## config.mk

```make
export PLATFORM = sky130hd
export DESIGN_NAME = pdmux_top
export DESIGN_NICKNAME = d
export VERILOG_FILES = /design/src/pdmux_pkg.sv /design/src/pdmux_top.sv
export VERILOG_INCLUDE_DIRS = /design/src /design/src/src
export SDC_FILE = /design/constraint.sdc
export NUM_CORES = 1
export LEC_CHECK = 0
export ABC_CLOCK_PERIOD_IN_PS = 3800
export BUFFER_PORTS_ARGS = -buffer_cell sky130_fd_sc_hd__buf_2
export CAP_MARGIN = 20
export CORE_ASPECT_RATIO = 1.2
export CORE_MARGIN = 5
export CORE_UTILIZATION = 40
export CTS_BUF_LIST = sky130_fd_sc_hd__clkbuf_8
export DETAILED_ROUTE_END_ITERATION = 8
export SLEW_MARGIN = 15
export SYNTH_ARGS = -nofsm -noshare
export SYNTH_HDL_FRONTEND = slang
export SYNTH_SLANG_ARGS = --single-unit
```

## constraint.sdc

```tcl
create_clock -name CORE_CLK -period 3.8 [get_ports CORE_CLK]
set_clock_uncertainty 0.15 [all_clocks]
set_input_delay 0.57 -clock CORE_CLK [delete_from_list [all_inputs] [get_ports CORE_CLK]]
set_output_delay 0.57 -clock CORE_CLK [all_outputs]
set_load 0.02 [all_outputs]
```

## src/pdmux_defines.svh

```systemverilog
// register map, reset values, field positions and bus codes of the port b/d pin mux
`ifndef PDMUX_DEFINES_SVH
`define PDMUX_DEFINES_SVH
// ========================================
// register byte offsets
`define PDMUX_DIR_B_OFS     12'h000
`define PDMUX_LAT_B_OFS     12'h004
`define PDMUX_LVL_B_OFS     12'h008
`define PDMUX_DIR_D_OFS     12'h00C
`define PDMUX_LAT_D_OFS     12'h010
`define PDMUX_LVL_D_OFS     12'h014
`define PDMUX_CFG_OFS       12'h018
`define PDMUX_FUNC_OFS      12'h01C
// ========================================
// reset values
`define PDMUX_DIR_RST       8'hFF
`define PDMUX_LAT_RST       8'h00
`define PDMUX_CFG_RST       16'h060F
`define PDMUX_FUNC_RST      16'h0000
// ========================================
// configuration register fields
`define PDMUX_CFG_PULLUP_N  0
`define PDMUX_CFG_CAN_SEL   1
`define PDMUX_CFG_T0_SEL    2
`define PDMUX_CFG_T3_SEL    3
`define PDMUX_CFG_TRI_LO    4
`define PDMUX_CFG_PAR_EN    8
`define PDMUX_CFG_ANA10     9
`define PDMUX_CFG_ANA8      10
// ========================================
// function register fields
`define PDMUX_FN_CCP_OUT    0
`define PDMUX_FN_PWM_EN     1
`define PDMUX_FN_CMP1_EN    2
`define PDMUX_FN_CAN_EN     3
`define PDMUX_FN_SER_EN     4
`define PDMUX_FN_SER_SYNC   5
`define PDMUX_FN_SER_MASTER 6
// ========================================
// axi response codes
`define PDMUX_RESP_OKAY     2'b00
`define PDMUX_RESP_SLVERR   2'b10
`endif

```

## src/pdmux_pkg.sv

```systemverilog
// shared types of the port b/d pin mux
`default_nettype none
package pdmux_pkg;
    typedef logic [7:0]  pdmux_byte_t;
    typedef logic [15:0] pdmux_half_t;
    typedef logic [31:0] pdmux_word_t;
    typedef logic [11:0] pdmux_addr_t;
endpackage : pdmux_pkg
`default_nettype wire

```

## src/pdmux_top.sv

```systemverilog
// pin function multiplexer for two 8-bit ports with an axi4-lite register slave
`default_nettype none
`include "pdmux_defines.svh"

module pdmux_top #(
    parameter int T0_DEFAULT_BIT = 5,
    parameter int T0_ALT_BIT     = 7,
    parameter int T3_DEFAULT_BIT = 4,
    parameter int T3_ALT_BIT     = 7
) (
    input  wire logic                 CORE_CLK,
    input  wire logic                 RESET,
    input  wire logic                 CLK_EN,
    // axi4-lite slave
    input  wire logic                 S_AXI_AWVALID,
    output logic                      S_AXI_AWREADY,
    input  wire pdmux_pkg::pdmux_addr_t S_AXI_AWADDR,
    input  wire logic                 S_AXI_WVALID,
    output logic                      S_AXI_WREADY,
    input  wire pdmux_pkg::pdmux_word_t S_AXI_WDATA,
    input  wire logic [3:0]           S_AXI_WSTRB,
    output logic                      S_AXI_BVALID,
    input  wire logic                 S_AXI_BREADY,
    output logic [1:0]                S_AXI_BRESP,
    input  wire logic                 S_AXI_ARVALID,
    output logic                      S_AXI_ARREADY,
    input  wire pdmux_pkg::pdmux_addr_t S_AXI_ARADDR,
    output logic                      S_AXI_RVALID,
    input  wire logic                 S_AXI_RREADY,
    output pdmux_pkg::pdmux_word_t    S_AXI_RDATA,
    output logic [1:0]                S_AXI_RRESP,
    // pads
    input  wire pdmux_pkg::pdmux_byte_t PB_IN,
    output pdmux_pkg::pdmux_byte_t    PB_OUT,
    output pdmux_pkg::pdmux_byte_t    PB_OE,
    output pdmux_pkg::pdmux_byte_t    PB_PULLUP,
    output logic [1:0]                PB_ANALOG,
    input  wire pdmux_pkg::pdmux_byte_t PD_IN,
    output pdmux_pkg::pdmux_byte_t    PD_OUT,
    output pdmux_pkg::pdmux_byte_t    PD_OE,
    // peripheral side
    input  wire logic                 CCP_OUT,
    output logic                      CCP_CAPTURE_IN,
    input  wire logic [3:0]           PWM_OUT,
    input  wire logic                 PWM_SHUTDOWN,
    output logic                      PWM_FAULT_IN,
    input  wire logic                 CMP1_OUT,
    input  wire logic                 CAN_TX,
    output logic                      CAN_RX,
    input  wire logic                 SER2_TX,
    input  wire logic                 SER2_CLK_OUT,
    output logic                      SER2_CLK_IN,
    output logic [3:0]                EXT_INT,
    output logic [1:0]                TIME_EDGE_IN,
    output logic                      TIME_DELAY_IN,
    output logic                      TIMER0_CLK_IN,
    output logic                      TIMER3_CLK_IN,
    input  wire logic [6:0]           PAR_DATA_OUT,
    input  wire logic                 PAR_DRIVE,
    output logic [6:0]                PAR_DATA_IN
);
    import pdmux_pkg::*;

    // a timer clock pin index outside the 8-bit port would select a missing pad
    if (T0_DEFAULT_BIT < 0 || T0_DEFAULT_BIT > 7 || T0_ALT_BIT < 0 || T0_ALT_BIT > 7 ||
        T3_DEFAULT_BIT < 0 || T3_DEFAULT_BIT > 7 || T3_ALT_BIT < 0 || T3_ALT_BIT > 7) begin
        $error("timer clock pin index out of range");
    end

    // merges the byte lanes of a write into an 8-bit register
    function automatic pdmux_byte_t merge8(input pdmux_byte_t old, input pdmux_word_t d,
                                           input logic [3:0] s);
        merge8 = s[0] ? d[7:0] : old;
    endfunction : merge8

    // merges the byte lanes of a write into a 16-bit register
    function automatic pdmux_half_t merge16(input pdmux_half_t old, input pdmux_word_t d,
                                            input logic [3:0] s);
        merge16 = {s[1] ? d[15:8] : old[15:8], s[0] ? d[7:0] : old[7:0]};
    endfunction : merge16

    // ========================================
    // pad input synchronisers
    pdmux_byte_t pb_meta, pb_sync, pd_meta, pd_sync;

    // two stages so that no logic sees a metastable pad level
    always_ff @(posedge CORE_CLK) begin
        if (RESET) begin
            pb_meta <= 8'h00;
            pb_sync <= 8'h00;
            pd_meta <= 8'h00;
            pd_sync <= 8'h00;
        end else if (CLK_EN) begin
            pb_meta <= PB_IN;
            pb_sync <= pb_meta;
            pd_meta <= PD_IN;
            pd_sync <= pd_meta;
        end
    end

    // ========================================
    // axi4-lite write channel
    pdmux_byte_t dir_b, lat_b, dir_d, lat_d;
    pdmux_half_t cfg, func;
    logic        aw_held, w_held;
    pdmux_addr_t aw_addr;
    pdmux_word_t w_data;
    logic [3:0]  w_strb;
    logic        wr_fire, wr_hit;

    assign S_AXI_AWREADY = !aw_held && !S_AXI_BVALID;
    assign S_AXI_WREADY  = !w_held && !S_AXI_BVALID;
    assign wr_fire       = aw_held && w_held && !S_AXI_BVALID;
    assign wr_hit        = (aw_addr[11:2] <= `PDMUX_FUNC_OFS >> 2) && (aw_addr[11:5] == 7'h00);

    // address and data are caught in either order; the response follows both
    always_ff @(posedge CORE_CLK) begin
        if (RESET) begin
            aw_held      <= 1'b0;
            w_held       <= 1'b0;
            aw_addr      <= 12'h000;
            w_data       <= 32'h0000_0000;
            w_strb       <= 4'h0;
            S_AXI_BVALID <= 1'b0;
            S_AXI_BRESP  <= `PDMUX_RESP_OKAY;
        end else if (CLK_EN) begin
            if (S_AXI_AWVALID && S_AXI_AWREADY) begin
                aw_held <= 1'b1;
                aw_addr <= S_AXI_AWADDR;
            end
            if (S_AXI_WVALID && S_AXI_WREADY) begin
                w_held <= 1'b1;
                w_data <= S_AXI_WDATA;
                w_strb <= S_AXI_WSTRB;
            end
            if (wr_fire) begin
                aw_held      <= 1'b0;
                w_held       <= 1'b0;
                S_AXI_BVALID <= 1'b1;
                S_AXI_BRESP  <= wr_hit ? `PDMUX_RESP_OKAY : `PDMUX_RESP_SLVERR;
            end else if (S_AXI_BVALID && S_AXI_BREADY) begin
                S_AXI_BVALID <= 1'b0;
            end
        end
    end

    // ========================================
    // control registers; level registers ignore writes
    always_ff @(posedge CORE_CLK) begin
        if (RESET) begin
            dir_b <= `PDMUX_DIR_RST;
            lat_b <= `PDMUX_LAT_RST;
            dir_d <= `PDMUX_DIR_RST;
            lat_d <= `PDMUX_LAT_RST;
            cfg   <= `PDMUX_CFG_RST;  // analog on both low pins after reset
            func  <= `PDMUX_FUNC_RST;
        end else if (CLK_EN && wr_fire) begin
            case ({aw_addr[11:2], 2'b00})
                `PDMUX_DIR_B_OFS: dir_b <= merge8(dir_b, w_data, w_strb);
                `PDMUX_LAT_B_OFS: lat_b <= merge8(lat_b, w_data, w_strb);
                `PDMUX_DIR_D_OFS: dir_d <= merge8(dir_d, w_data, w_strb);
                `PDMUX_LAT_D_OFS: lat_d <= merge8(lat_d, w_data, w_strb);
                `PDMUX_CFG_OFS:   cfg   <= merge16(cfg, w_data, w_strb);
                `PDMUX_FUNC_OFS:  func  <= merge16(func, w_data, w_strb);
                default: ;
            endcase
        end
    end

    // ========================================
    // axi4-lite read channel
    pdmux_byte_t lvl_b, lvl_d;
    pdmux_word_t rd_word;
    logic        rd_hit;

    assign S_AXI_ARREADY = !S_AXI_RVALID;
    assign rd_hit        = (S_AXI_ARADDR[11:2] <= `PDMUX_FUNC_OFS >> 2) &&
                           (S_AXI_ARADDR[11:5] == 7'h00);

    // read data selection
    always_comb begin
        case ({S_AXI_ARADDR[11:2], 2'b00})
            `PDMUX_DIR_B_OFS: rd_word = {24'h00_0000, dir_b};
            `PDMUX_LAT_B_OFS: rd_word = {24'h00_0000, lat_b};
            `PDMUX_LVL_B_OFS: rd_word = {24'h00_0000, lvl_b};  // pin level readback
            `PDMUX_DIR_D_OFS: rd_word = {24'h00_0000, dir_d};
            `PDMUX_LAT_D_OFS: rd_word = {24'h00_0000, lat_d};
            `PDMUX_LVL_D_OFS: rd_word = {24'h00_0000, lvl_d};
            `PDMUX_CFG_OFS:   rd_word = {16'h0000, cfg};
            `PDMUX_FUNC_OFS:  rd_word = {16'h0000, func};
            default:          rd_word = 32'h0000_0000;
        endcase
    end

    // one read at a time, answered the cycle after the address is taken
    always_ff @(posedge CORE_CLK) begin
        if (RESET) begin
            S_AXI_RVALID <= 1'b0;
            S_AXI_RDATA  <= 32'h0000_0000;
            S_AXI_RRESP  <= `PDMUX_RESP_OKAY;
        end else if (CLK_EN) begin
            if (S_AXI_ARVALID && S_AXI_ARREADY) begin
                S_AXI_RVALID <= 1'b1;
                S_AXI_RDATA  <= rd_word;
                S_AXI_RRESP  <= rd_hit ? `PDMUX_RESP_OKAY : `PDMUX_RESP_SLVERR;
            end else if (S_AXI_RVALID && S_AXI_RREADY) begin
                S_AXI_RVALID <= 1'b0;
            end
        end
    end

    // ========================================
    // decoded controls
    logic       pullup_n, can_sel, t0_sel, t3_sel, par_en, ana10, ana8;
    logic       ccp_sel, pwm_en, cmp1_en, can_en, ser_en, ser_sync, ser_master;
    logic [3:0] pwm_tri, pwm_float;

    assign pullup_n   = cfg[`PDMUX_CFG_PULLUP_N];
    assign can_sel    = cfg[`PDMUX_CFG_CAN_SEL];
    assign t0_sel     = cfg[`PDMUX_CFG_T0_SEL];
    assign t3_sel     = cfg[`PDMUX_CFG_T3_SEL];
    assign pwm_tri    = cfg[`PDMUX_CFG_TRI_LO +: 4];
    assign par_en     = cfg[`PDMUX_CFG_PAR_EN];
    assign ana10      = cfg[`PDMUX_CFG_ANA10];
    assign ana8       = cfg[`PDMUX_CFG_ANA8];
    assign ccp_sel    = func[`PDMUX_FN_CCP_OUT];
    assign pwm_en     = func[`PDMUX_FN_PWM_EN];
    assign cmp1_en    = func[`PDMUX_FN_CMP1_EN];
    assign can_en     = func[`PDMUX_FN_CAN_EN];
    assign ser_en     = func[`PDMUX_FN_SER_EN];
    assign ser_sync   = func[`PDMUX_FN_SER_SYNC];
    assign ser_master = func[`PDMUX_FN_SER_MASTER];
    // a channel floats during shutdown only where its tri-state option is set
    assign pwm_float  = pwm_tri & {4{PWM_SHUTDOWN}};

    // ========================================
    // port b pad drive
    logic b2_can, b2_cmp, b3_pwm;

    assign b2_can = can_sel && can_en;   // can transmit pin
    assign b2_cmp = cmp1_en && !b2_can;  // comparator ahead of latch
    assign b3_pwm = pwm_en && !b2_can;

    assign PB_ANALOG = {ana8, ana10};
    assign PB_OUT[0] = lat_b[0];
    assign PB_OUT[1] = lat_b[1];
    assign PB_OUT[2] = b2_can ? CAN_TX : (b2_cmp ? CMP1_OUT : lat_b[2]);
    assign PB_OUT[3] = b3_pwm ? PWM_OUT[3] : lat_b[3];
    assign PB_OUT[7:4] = lat_b[7:4];

    // analog pins never drive; the pwm d pin floats on a gated shutdown
    assign PB_OE[0] = !dir_b[0] && !ana10;
    assign PB_OE[1] = !dir_b[1] && !ana8;
    assign PB_OE[2] = !dir_b[2];
    assign PB_OE[3] = !dir_b[3] && !(b3_pwm && pwm_float[3]);
    assign PB_OE[7:4] = ~dir_b[7:4];

    // weak pull-up only on input pins and only while the enable is low
    assign PB_PULLUP = pullup_n ? 8'h00 : dir_b;

    // digital readback reads zero on an analog pin
    assign lvl_b = pb_sync & {6'h3F, ~ana8, ~ana10};

    // ========================================
    // port d pad drive
    logic       d4_ccp, d6_ser_tx, d6_ser_clk;
    logic [6:0] d_func_out;
    logic [6:0] d_float;

    assign d4_ccp     = ccp_sel || pwm_en;
    assign d6_ser_tx  = ser_en && !ser_sync;
    assign d6_ser_clk = ser_en && ser_sync && ser_master;

    assign d_func_out[3:0] = lat_d[3:0];
    assign d_func_out[4]   = pwm_en ? PWM_OUT[0] : (ccp_sel ? CCP_OUT : lat_d[4]);
    assign d_func_out[5]   = pwm_en ? PWM_OUT[1] : lat_d[5];
    assign d_func_out[6]   = d6_ser_tx ? SER2_TX :
                             (d6_ser_clk ? SER2_CLK_OUT :
                             (pwm_en ? PWM_OUT[2] : lat_d[6]));
    assign d_float = {pwm_en && !ser_en && pwm_float[2], pwm_en && pwm_float[1],
                      d4_ccp && pwm_en && pwm_float[0], 4'h0};

    // parallel port owns bits 0 to 6 and ignores the direction bits
    genvar gi;
    generate
        for (gi = 0; gi < 7; gi++) begin : g_pd
            assign PD_OUT[gi] = par_en ? PAR_DATA_OUT[gi] : d_func_out[gi];
            assign PD_OE[gi]  = par_en ? PAR_DRIVE : (!dir_d[gi] && !d_float[gi]);
        end
    endgenerate
    assign PD_OUT[7] = lat_d[7];
    assign PD_OE[7]  = !dir_d[7];
    assign lvl_d     = pd_sync;

    // ========================================
    // peripheral inputs taken from synchronised pad levels
    assign CCP_CAPTURE_IN = dir_d[4] && pd_sync[4];           // capture only as input
    assign PWM_FAULT_IN   = pb_sync[0];                       // no direction dependence
    assign TIME_EDGE_IN   = {pb_sync[3], pb_sync[2]};
    assign TIME_DELAY_IN  = pb_sync[1] && !ana8;
    assign EXT_INT        = pb_sync[3:0] & {2'b11, ~ana8, ~ana10};  // direction set by software
    assign CAN_RX         = can_sel ? pb_sync[3] : 1'b1;      // idle recessive when unrouted
    assign SER2_CLK_IN    = pd_sync[6];                       // slave clock input
    assign PAR_DATA_IN    = pd_sync[6:0];
    assign TIMER0_CLK_IN  = t0_sel ? pb_sync[T0_DEFAULT_BIT] : pd_sync[T0_ALT_BIT];
    assign TIMER3_CLK_IN  = t3_sel ? pb_sync[T3_DEFAULT_BIT] : pd_sync[T3_ALT_BIT];

    // ========================================
    // checks beside the logic they guard
    property p_pullup;
        @(posedge CORE_CLK) disable iff (RESET)
        (!pullup_n && dir_b[5]) |-> PB_PULLUP[5] && !PB_OE[5];
    endproperty
    a_pullup: assert property (p_pullup) else $error("pull-up missing on input pin");

    property p_analog_reset;
        @(posedge CORE_CLK) $fell(RESET) |-> PB_ANALOG == 2'b11 && PB_OE[1:0] == 2'b00;
    endproperty
    a_analog_reset: assert property (p_analog_reset) else $error("low pins not analog");

    property p_ccp_override;
        @(posedge CORE_CLK) disable iff (RESET)
        (ccp_sel && !pwm_en && !par_en && !dir_d[4]) |-> PD_OE[4] && PD_OUT[4] == CCP_OUT;
    endproperty
    a_ccp_override: assert property (p_ccp_override) else $error("compare output lost");

    property p_pwm_float;
        @(posedge CORE_CLK) disable iff (RESET)
        (pwm_en && !par_en && pwm_tri[0] && PWM_SHUTDOWN) |-> !PD_OE[4];
    endproperty
    a_pwm_float: assert property (p_pwm_float) else $error("pwm pin drives in shutdown");

    property p_par_dir;
        @(posedge CORE_CLK) disable iff (RESET)
        par_en |-> PD_OE[6:0] == {7{PAR_DRIVE}} && PD_OUT[6:0] == PAR_DATA_OUT;
    endproperty
    a_par_dir: assert property (p_par_dir) else $error("parallel port not in control");

    property p_can_route;
        @(posedge CORE_CLK) disable iff (RESET)
        (can_sel && can_en && !dir_b[2]) |-> PB_OE[2] && PB_OUT[2] == CAN_TX;
    endproperty
    a_can_route: assert property (p_can_route) else $error("can transmit not routed");

    property p_cmp_prio;
        @(posedge CORE_CLK) disable iff (RESET)
        (cmp1_en && !b2_can && !dir_b[2]) |-> PB_OUT[2] == CMP1_OUT;
    endproperty
    a_cmp_prio: assert property (p_cmp_prio) else $error("comparator lost to latch");

    property p_ser_tx;
        @(posedge CORE_CLK) disable iff (RESET)
        (ser_en && !ser_sync && !par_en && !dir_d[6]) |-> PD_OE[6] && PD_OUT[6] == SER2_TX;
    endproperty
    a_ser_tx: assert property (p_ser_tx) else $error("serial transmit lost");

    property p_level_read;
        @(posedge CORE_CLK) disable iff (RESET || !CLK_EN)
        (CLK_EN && !RESET) [*3] |-> lvl_d == $past(PD_IN, 2);
    endproperty
    a_level_read: assert property (p_level_read) else $error("level readback stale");

    property p_timer_sel;
        @(posedge CORE_CLK) disable iff (RESET)
        ((CLK_EN && !RESET) [*3]) ##0 t0_sel |->
            TIMER0_CLK_IN == $past(PB_IN[T0_DEFAULT_BIT], 2);
    endproperty
    a_timer_sel: assert property (p_timer_sel) else $error("timer 0 pin wrong");

endmodule : pdmux_top
`default_nettype wire

```

==> results of run 1 <==
-- synth_stat cells (4+ instances only) --
cell,instances,area [µm²]
buf_4,41,308
inv_1,10,37.5
buf_2,5,25.0
mux2i_1,124,1240
nor2b_1,7,43.8
and3_1,5,31.3
nand2b_1,61,382
nor3_1,8,40.0
nand2_2,5,31.3
dfxtp_1,146,2920
a221o_1,4,40.0
o32ai_1,6,52.6
a21oi_1,43,215
o22ai_1,5,31.3
buf_1,5,18.8
nand2_1,82,308
mux2_2,13,146
nor2_1,88,330
clkbuf_1,25,93.8
o21ai_0,16,80.1
nand3b_1,9,67.6
o31ai_1,7,52.6
-- worst max-delay path by stage --
stage | endpoint | slack (ns) | cells past startpoint
after floorplan | PD_OE[6] | 1.80 | 3
after global placement | dir_d[5]$_SDFFE_PP1P_ | 1.17 | 5
after detailed placement | dir_d[5]$_SDFFE_PP1P_ | 1.14 | 5
after CTS | PD_OUT[6] | 1.19 | 4
after global routing | PD_OUT[6] | 1.11 | 4
final | PD_OUT[6] | 1.22 | 4
-- layout by cell type (no fill, tap or decap), drive strengths merged, types with 4 or more instances in the layout --
cell / count
dfxtp: 146
nor3: 8
nand3b: 9
clkbuf: 18
mux2: 13
a21oi: 43
buf: 169
nor2: 88
nor2b: 7
conb: 18
nand2: 87
o22ai: 5
inv: 15
clkinvlp: 5
mux2i: 124
a221o: 4
o21ai: 16
o31ai: 7
and3: 5
o32ai: 6
nand2b: 61
-- where the power goes --
group	leakage, nW	switching [W]	total, W	internal, W
Clock	0.190	0.000636	0.00124	0.000607
Sequential	1.18	0.0000260	0.00159	0.00156
Combinational	2.38	0.000162	0.000271	0.000109
Total	3.76	0.000824	0.00310	0.00228
-- through the flow --
step	total power [W]	cell area, µm²	util, %	cells	hold WS (ns)
3_5_place_dp	0.00190	7520	44.7	1072	0.286
6_report	0.00310	7930	47.0	1104	0.197
3_3_place_gp	0.00189	7520	44.7	1072	0.281
5_1_grt	0.00324	7930	47.0	1104	0.178
4_1_cts	0.00314	7930	47.0	1104	0.164
2_1_floorplan	0.00182	6910	-	769	0.282
-- cell type report --
cell class,instances,area (µm²)
Clock buffer,18,248
Clock inverter,14,154
Fill cell,1694,8920
Inverter,10,37.5
Multi-Input combinational cell,531,3430
Sequential cell,146,2920
Tap cell,216,270
Timing Repair Buffer,169,861
-- logic make-up after synthesis --
kind of cell | after synthesis | share of synthesized area, %
multiplexers | 137 | 20.3
AO/OA/AOI/OAI | 92 | 8.32
other | 1 | 0.0548
buffers and inverters | 92 | 8.05
AND/OR/NAND/NOR | 284 | 20.6
flip-flops | 146 | 42.7
-- registers in the layout (all words and copies together), names as in the netlist --
| signal | count |
|---|---|
| dir_d | 8 |
| lvl_d | 8 |
| aw_held | 1 |
| lat_d | 8 |
| w_data | 16 |
| S_AXI_RDATA | 16 |
| pd_meta | 8 |
| S_AXI_RRESP | 1 |
| func | 16 |
| w_held | 1 |
| dir_b | 8 |
| pb_meta | 8 |
| S_AXI_BVALID | 1 |
| pb_sync | 8 |
| S_AXI_BRESP | 1 |
| lat_b | 8 |
| w_strb | 2 |
| cfg | 16 |
| aw_addr | 10 |
| S_AXI_RVALID | 1 |
-- critical path, delay by kind of cell (launching register included) --
kind                   cells  cell delay (ns)
buffers and inverters      1             0.15
DFF                        1             0.68
AOI/OAI and AO/OA          2             0.43
muxes                      1             0.15
-- metal layers --
metal / vias to the layer above / wire length (µm) / global-route usage [%]
li1: 2762 / - / -
met4: 0 / 402 / 6.80
met5: - / 0 / 0
met2: 152 / 9100 / 31.3
met1: 2540 / 8000 / 24.8
met3: 23 / 1070 / 4.01
==> flow_metrics.env, run 1 <==
export IMPL_status="completed"
export IMPL_final_antenna_net_count=0
export IMPL_cp_max_fo=11
export IMPL_cts_num_sinks=146
export IMPL_numCtsBuffers=17
export IMPL_critPathLaunchType="register"
export IMPL_min_period_over_period_pct=67.9
export IMPL_regToRegStartpoint="aw_addr[6]$_SDFFE_PP0P_"
export IMPL_area_delta_synth_final_pct=15.8
export IMPL_grt_max_degree=58
export IMPL_setup_viol=0
export IMPL_netlist_area_um2=6840
export IMPL_crit_chain="mux2i_1, a221oi_1, a21o_1, buf_2"
export IMPL_finalMaxSlewViolations=0
export IMPL_max_slew_margin_pct=47.0
export IMPL_holdCritPathClass="primary input to register"
export IMPL_cts_resized=0
export IMPL_drive_gt1_share_pct=25.1
export IMPL_synth_edff_count=0
export IMPL_cp_slowest_cell="dfxtp_1"
export IMPL_gp_congestion=0.803
export IMPL_rows=52
export IMPL_routed_wl_mm=18.6
export IMPL_worstPathArrival_ns=1.86
export IMPL_syn_instance_count=752
export IMPL_grt_pass1_wl_mm=29.6
export IMPL_tightest_slew_ns=0.795
export IMPL_setup_ws_ns=1.22
export IMPL_antenna_found_initial=0
export IMPL_fmax_mhz=387
export IMPL_slowest_delay_ns=0.68
export IMPL_clkTransAtPathRegs_ns=0.09
export IMPL_syn_avg_cell_area_um2=9.10
export IMPL_leakagePower_nw=3.76
export IMPL_post_cts_buffers=0
export IMPL_clockBufferDepth=2
export IMPL_insertedDiodeCount=0
export IMPL_portBuffers=164
export IMPL_rr_worst_depth=4
export IMPL_yosys_most_used_dff="dfxtp_1"
export IMPL_drc=0
export IMPL_ios=205
export IMPL_wl_per_cell_um=16.8
export IMPL_critical_path_class="register to output pin"
export IMPL_yosysSeqAreaShare_pct=42.7
export IMPL_worst_ir_drop_vdd_uv=218
export IMPL_r2r_end="dir_d[5]$_SDFFE_PP1P_"
export IMPL_holdBufCountCts=0
export IMPL_min_to="w_data[12]$_SDFFE_PP0P_"
export IMPL_period_needed_ns=2.58
export IMPL_rrSetupSlack_ns=1.40
export IMPL_worstHoldPathCells=3
export IMPL_dp_slack_ns=1.14
export IMPL_grt_pass1_vias=5459
export IMPL_clk_insertion_delay_late_ns=0.45
export IMPL_startpoint="func[1]$_SDFFE_PP0P_"
export IMPL_nets=977
export IMPL_ys_warnings_count=0
export IMPL_cts_tree="built"
export IMPL_synthArstFlopShare_pct=0
export IMPL_cts_root_buffer="clkbuf_8"
export IMPL_rsz0062_at_grt="false"
export IMPL_core_area_um2=16900
export IMPL_dieArea_um2=19800
export IMPL_viasPerCell=4.96
export IMPL_drv_cap=0
export IMPL_dp_hpwl_mm=13.8
export IMPL_htree_levels=4
export IMPL_holdCritStartpoint="S_AXI_WDATA[12]"
export IMPL_start_util_pct=40.6
export IMPL_drtIter0Drc=348
export IMPL_num_vias=5477
export IMPL_dr_pass1_iters=5
export IMPL_p_per_area_nw_per_um2=391
export IMPL_ys_types=46
export IMPL_worst_setup_path_end_kind="output pin"
export IMPL_tns_ns=0
export IMPL_overflow=0
export IMPL_die_h_um=153
export IMPL_required_ns=3.08
export IMPL_hold_violations=0
export IMPL_ys_seq_elements=146
export IMPL_fp_dieW_um=129
export IMPL_grt_usage_pct=19.1
(Power assumes the default switching activity.)
==> run 2: changes to the inputs <==
--- a/config.mk
+++ b/config.mk
@@ -6,7 +6,8 @@
 export SDC_FILE = /design/constraint.sdc
 export NUM_CORES = 1
 export LEC_CHECK = 0
-export ABC_CLOCK_PERIOD_IN_PS = 3800
+export ABC_AREA = 1
+export ABC_CLOCK_PERIOD_IN_PS = 2500
 export BUFFER_PORTS_ARGS = -buffer_cell sky130_fd_sc_hd__buf_2
 export CAP_MARGIN = 20
 export CORE_ASPECT_RATIO = 1.2
==> constraint.sdc (replaced) <==
create_clock -name CORE_CLK -period 2.5 [get_ports CORE_CLK]
set_clock_uncertainty 0.15 [all_clocks]
set_input_delay 0.375 -clock CORE_CLK [delete_from_list [all_inputs] [get_ports CORE_CLK]]
set_output_delay 0.375 -clock CORE_CLK [all_outputs]
set_load 0.02 [all_outputs]
==> run 2 against run 1 <==
Clock-buffer cell count decreased by 1; critical path type unchanged; global-route usage increased by 1.9 points; largest power group unchanged; synthesized cell count increased by 22%.
==> flow_metrics.env, run 2 <==
export IMPL_yosys_most_used_dff="dfxtp_1"
export IMPL_holdBufCountCts=30
export IMPL_gp_congestion=0.932
export IMPL_fp_dieW_um=128
export IMPL_drv_cap=0
export IMPL_htree_levels=4
export IMPL_area_delta_synth_final_pct=21.7
export IMPL_grt_max_degree=59
export IMPL_grt_busiest_layer="met2"
export IMPL_netlist_area_um2=6730
export IMPL_required_ns=1.98
export IMPL_syn_instance_count=918
export IMPL_cp_max_fo=11
export IMPL_start_util_pct=40.2
export IMPL_p_int_w=0.00355
export IMPL_worstPathArrival_ns=1.72
export IMPL_tightest_slew_ns=0.589
export IMPL_fmax_mhz=446
export IMPL_status="completed"
export IMPL_drc=0
export IMPL_yosysSeqAreaShare_pct=43.5
export IMPL_combPwrFrac_pct=9.8
export IMPL_dieArea_um2=19500
export IMPL_leakagePower_nw=3.90
export IMPL_core_area_um2=16700
export IMPL_ys_warnings_count=0
export IMPL_dp_slack_ns=0.386
export IMPL_setup_viol=0
export IMPL_mostFrequentLayoutCell="buf_2"
export IMPL_n_fill_cell=1755
export IMPL_insertedDiodeCount=0
export IMPL_yosys_area_share_simple_pct=25.0
export IMPL_ios=205
export IMPL_critPathLaunchType="register"
export IMPL_yosys_area_top_type_share_pct=43.5
export IMPL_drive_gt1_share_pct=21.7
export IMPL_dr_pass1_iters=5
export IMPL_p_per_area_nw_per_um2=591
export IMPL_cts_tree="built"
export IMPL_clockBufferDepth=2
export IMPL_viasPerCell=4.96
export IMPL_mostFrequentLayoutCells="buf_2, nor2_1, dfxtp_1, nand2_1, o21ai_0"
export IMPL_antenna_found_initial=0
export IMPL_synthMuxAreaShare_pct=0
export IMPL_max_slew_margin_pct=60.6
export IMPL_critical_path_class="register to output pin"
export IMPL_min_period_over_period_pct=89.7
export IMPL_final_antenna_net_count=0
export IMPL_clkPwrFrac_pct=39.5
export IMPL_die_h_um=152
export IMPL_num_vias=6476
export IMPL_rsz0062_at_grt="false"
export IMPL_grt_pass1_wl_mm=32.4
export IMPL_finalNonFillerCells=1306
export IMPL_worst_setup_path_end_kind="output pin"
export IMPL_placed_area_um2=7480
export IMPL_grt_met2_usage_pct=35.3
export IMPL_setup_ws_ns=0.259
export IMPL_tns_ns=0
export IMPL_ys_seq_elements=146
export IMPL_nets=1179
export IMPL_synth_xor_area_share_pct=0
export IMPL_wl_per_cell_um=15.7
export IMPL_hold_violations=0
export IMPL_post_cts_buffers=0
export IMPL_worst_ir_drop_vdd_uv=289
export IMPL_routed_wl_mm=20.5
export IMPL_grt_usage_pct=21.1
export IMPL_synth_edff_count=0
export IMPL_portBuffers=164
export IMPL_timing_hold_ws_ns=0.0318
export IMPL_drtIter0Drc=557
export IMPL_power_share_sequential_pct=50.7
export IMPL_clk_insertion_delay_late_ns=0.46
export IMPL_use_met3_pct=4.00
export IMPL_numCtsBuffers=17
export IMPL_syn_avg_cell_area_um2=7.33
export IMPL_finalMaxSlewViolations=0
export IMPL_synthArstFlopShare_pct=0
export IMPL_synth_area_leader_cell="dfxtp_1"
export IMPL_yosysMostFrequentCell="nor2_1"
export IMPL_fin_area_um2=8180
export IMPL_ys_types=37
export IMPL_p_switching_w=0.00129
export IMPL_clkTransAtPathRegs_ns=0.08
export IMPL_grt_use_met1_pct=27.3
export IMPL_synthTopCellsByArea="dfxtp_1, nor2_1, o21ai_0"
export IMPL_synth_top_family_by_area="simple AND/OR/NAND/NOR gates"
export IMPL_rows=52
export IMPL_overflow=0
export IMPL_synth_compound_area_share_pct=19.5
export IMPL_dp_hpwl_mm=15.2
export IMPL_netlist_top_cells_count="nor2_1, dfxtp_1, nand2_1"
export IMPL_holdCritPathClass="primary input to register"
export IMPL_place_inst=1244
export IMPL_period_needed_ns=2.24
export IMPL_swShare_pct=26.7
export IMPL_synth_adder_area_share_pct=0
export IMPL_cts_num_sinks=146
export IMPL_cts_resized=0
export IMPL_cts_root_buffer="clkbuf_8"
export IMPL_grt_pass1_vias=6106
[run 2: cell types whose count changed after synthesis, moves of 9 or more]
cell      change
mux2i_1     -124
nand2_1      +48
nor2_1       +69
nand3_1      +65
o211ai_1     +16
nand2b_1     -61
a21oi_1      +28
o21ai_0      +90
nand3b_1      -9
mux2_2       -13
inv_1        +60
[run 2: through the flow]
step | util [%] | total power [W]
finish | 48.9 | 0.00483
global route | 48.9 | 0.00504
CTS | 48.9 | 0.00488
detailed placement | 44.7 | 0.00295
global placement | 44.7 | 0.00294
floorplan | - | 0.00280
[run 2: final timing paths]
path                         startpoint                 endpoint  slack [ns]  cells after the start
setup / recovery   func[1]$_SDFFE_PP0P_                 PD_OE[6]        0.26                      4
hold / removal          S_AXI_AWADDR[8]  aw_addr[8]$_SDFFE_PP0P_        0.03                      3
setup reg to reg    w_held$_SDFFE_PP0P_    lat_d[1]$_SDFFE_PP0P_        0.62                      9
hold reg to reg   func[13]$_SDFFE_PP0P_    func[13]$_SDFFE_PP0P_        0.31                      2
[run 2: cell type report]
class                           count  area [µm²]  share of cell area, %
Multi-Input combinational cell    629        3060                   37.4
Sequential cell                   146        2920                   35.7
Timing Repair Buffer              206        1240                   15.1
Inverter                           77         289                   3.53
Tap cell                          216         270                   3.30
Clock buffer                       17         234                   2.86
Clock inverter                     15         170                   2.08
[run 2: cell families (layout without fill, tap and decap cells)]
| group | Yosys count | after routing |
|---|---|---|
| buffers and inverters | 160 | 315 |
| AND/OR/NAND/NOR | 381 | 381 |
| flip-flops | 146 | 146 |
| other | 1 | 18 |
| AO/OA/AOI/OAI | 230 | 230 |
[run 2: power by group through the flow]
stage	sequential, W	clock [W]	combinational (W)
after floorplan	0.00249	0	0.000311
after global placement	0.00250	0	0.000438
after detailed placement	0.00251	0	0.000441
after CTS	0.00245	0.00195	0.000477
after global routing	0.00246	0.00205	0.000529
final	0.00245	0.00191	0.000476
[run 2: critical path, stage by stage, from the launching register on]
cell and delay (ns):
dfxtp_1 0.57, nand2_1 0.19, nor3b_1 0.23, o31ai_1 0.10
buf_2 0.18
[run 2: metal layers]
layer	vias to the layer above	share of wire, %
li1	3301	-
met3	22	7.0
met1	2918	43
met5	-	0
met4	0	1.8
met2	235	48
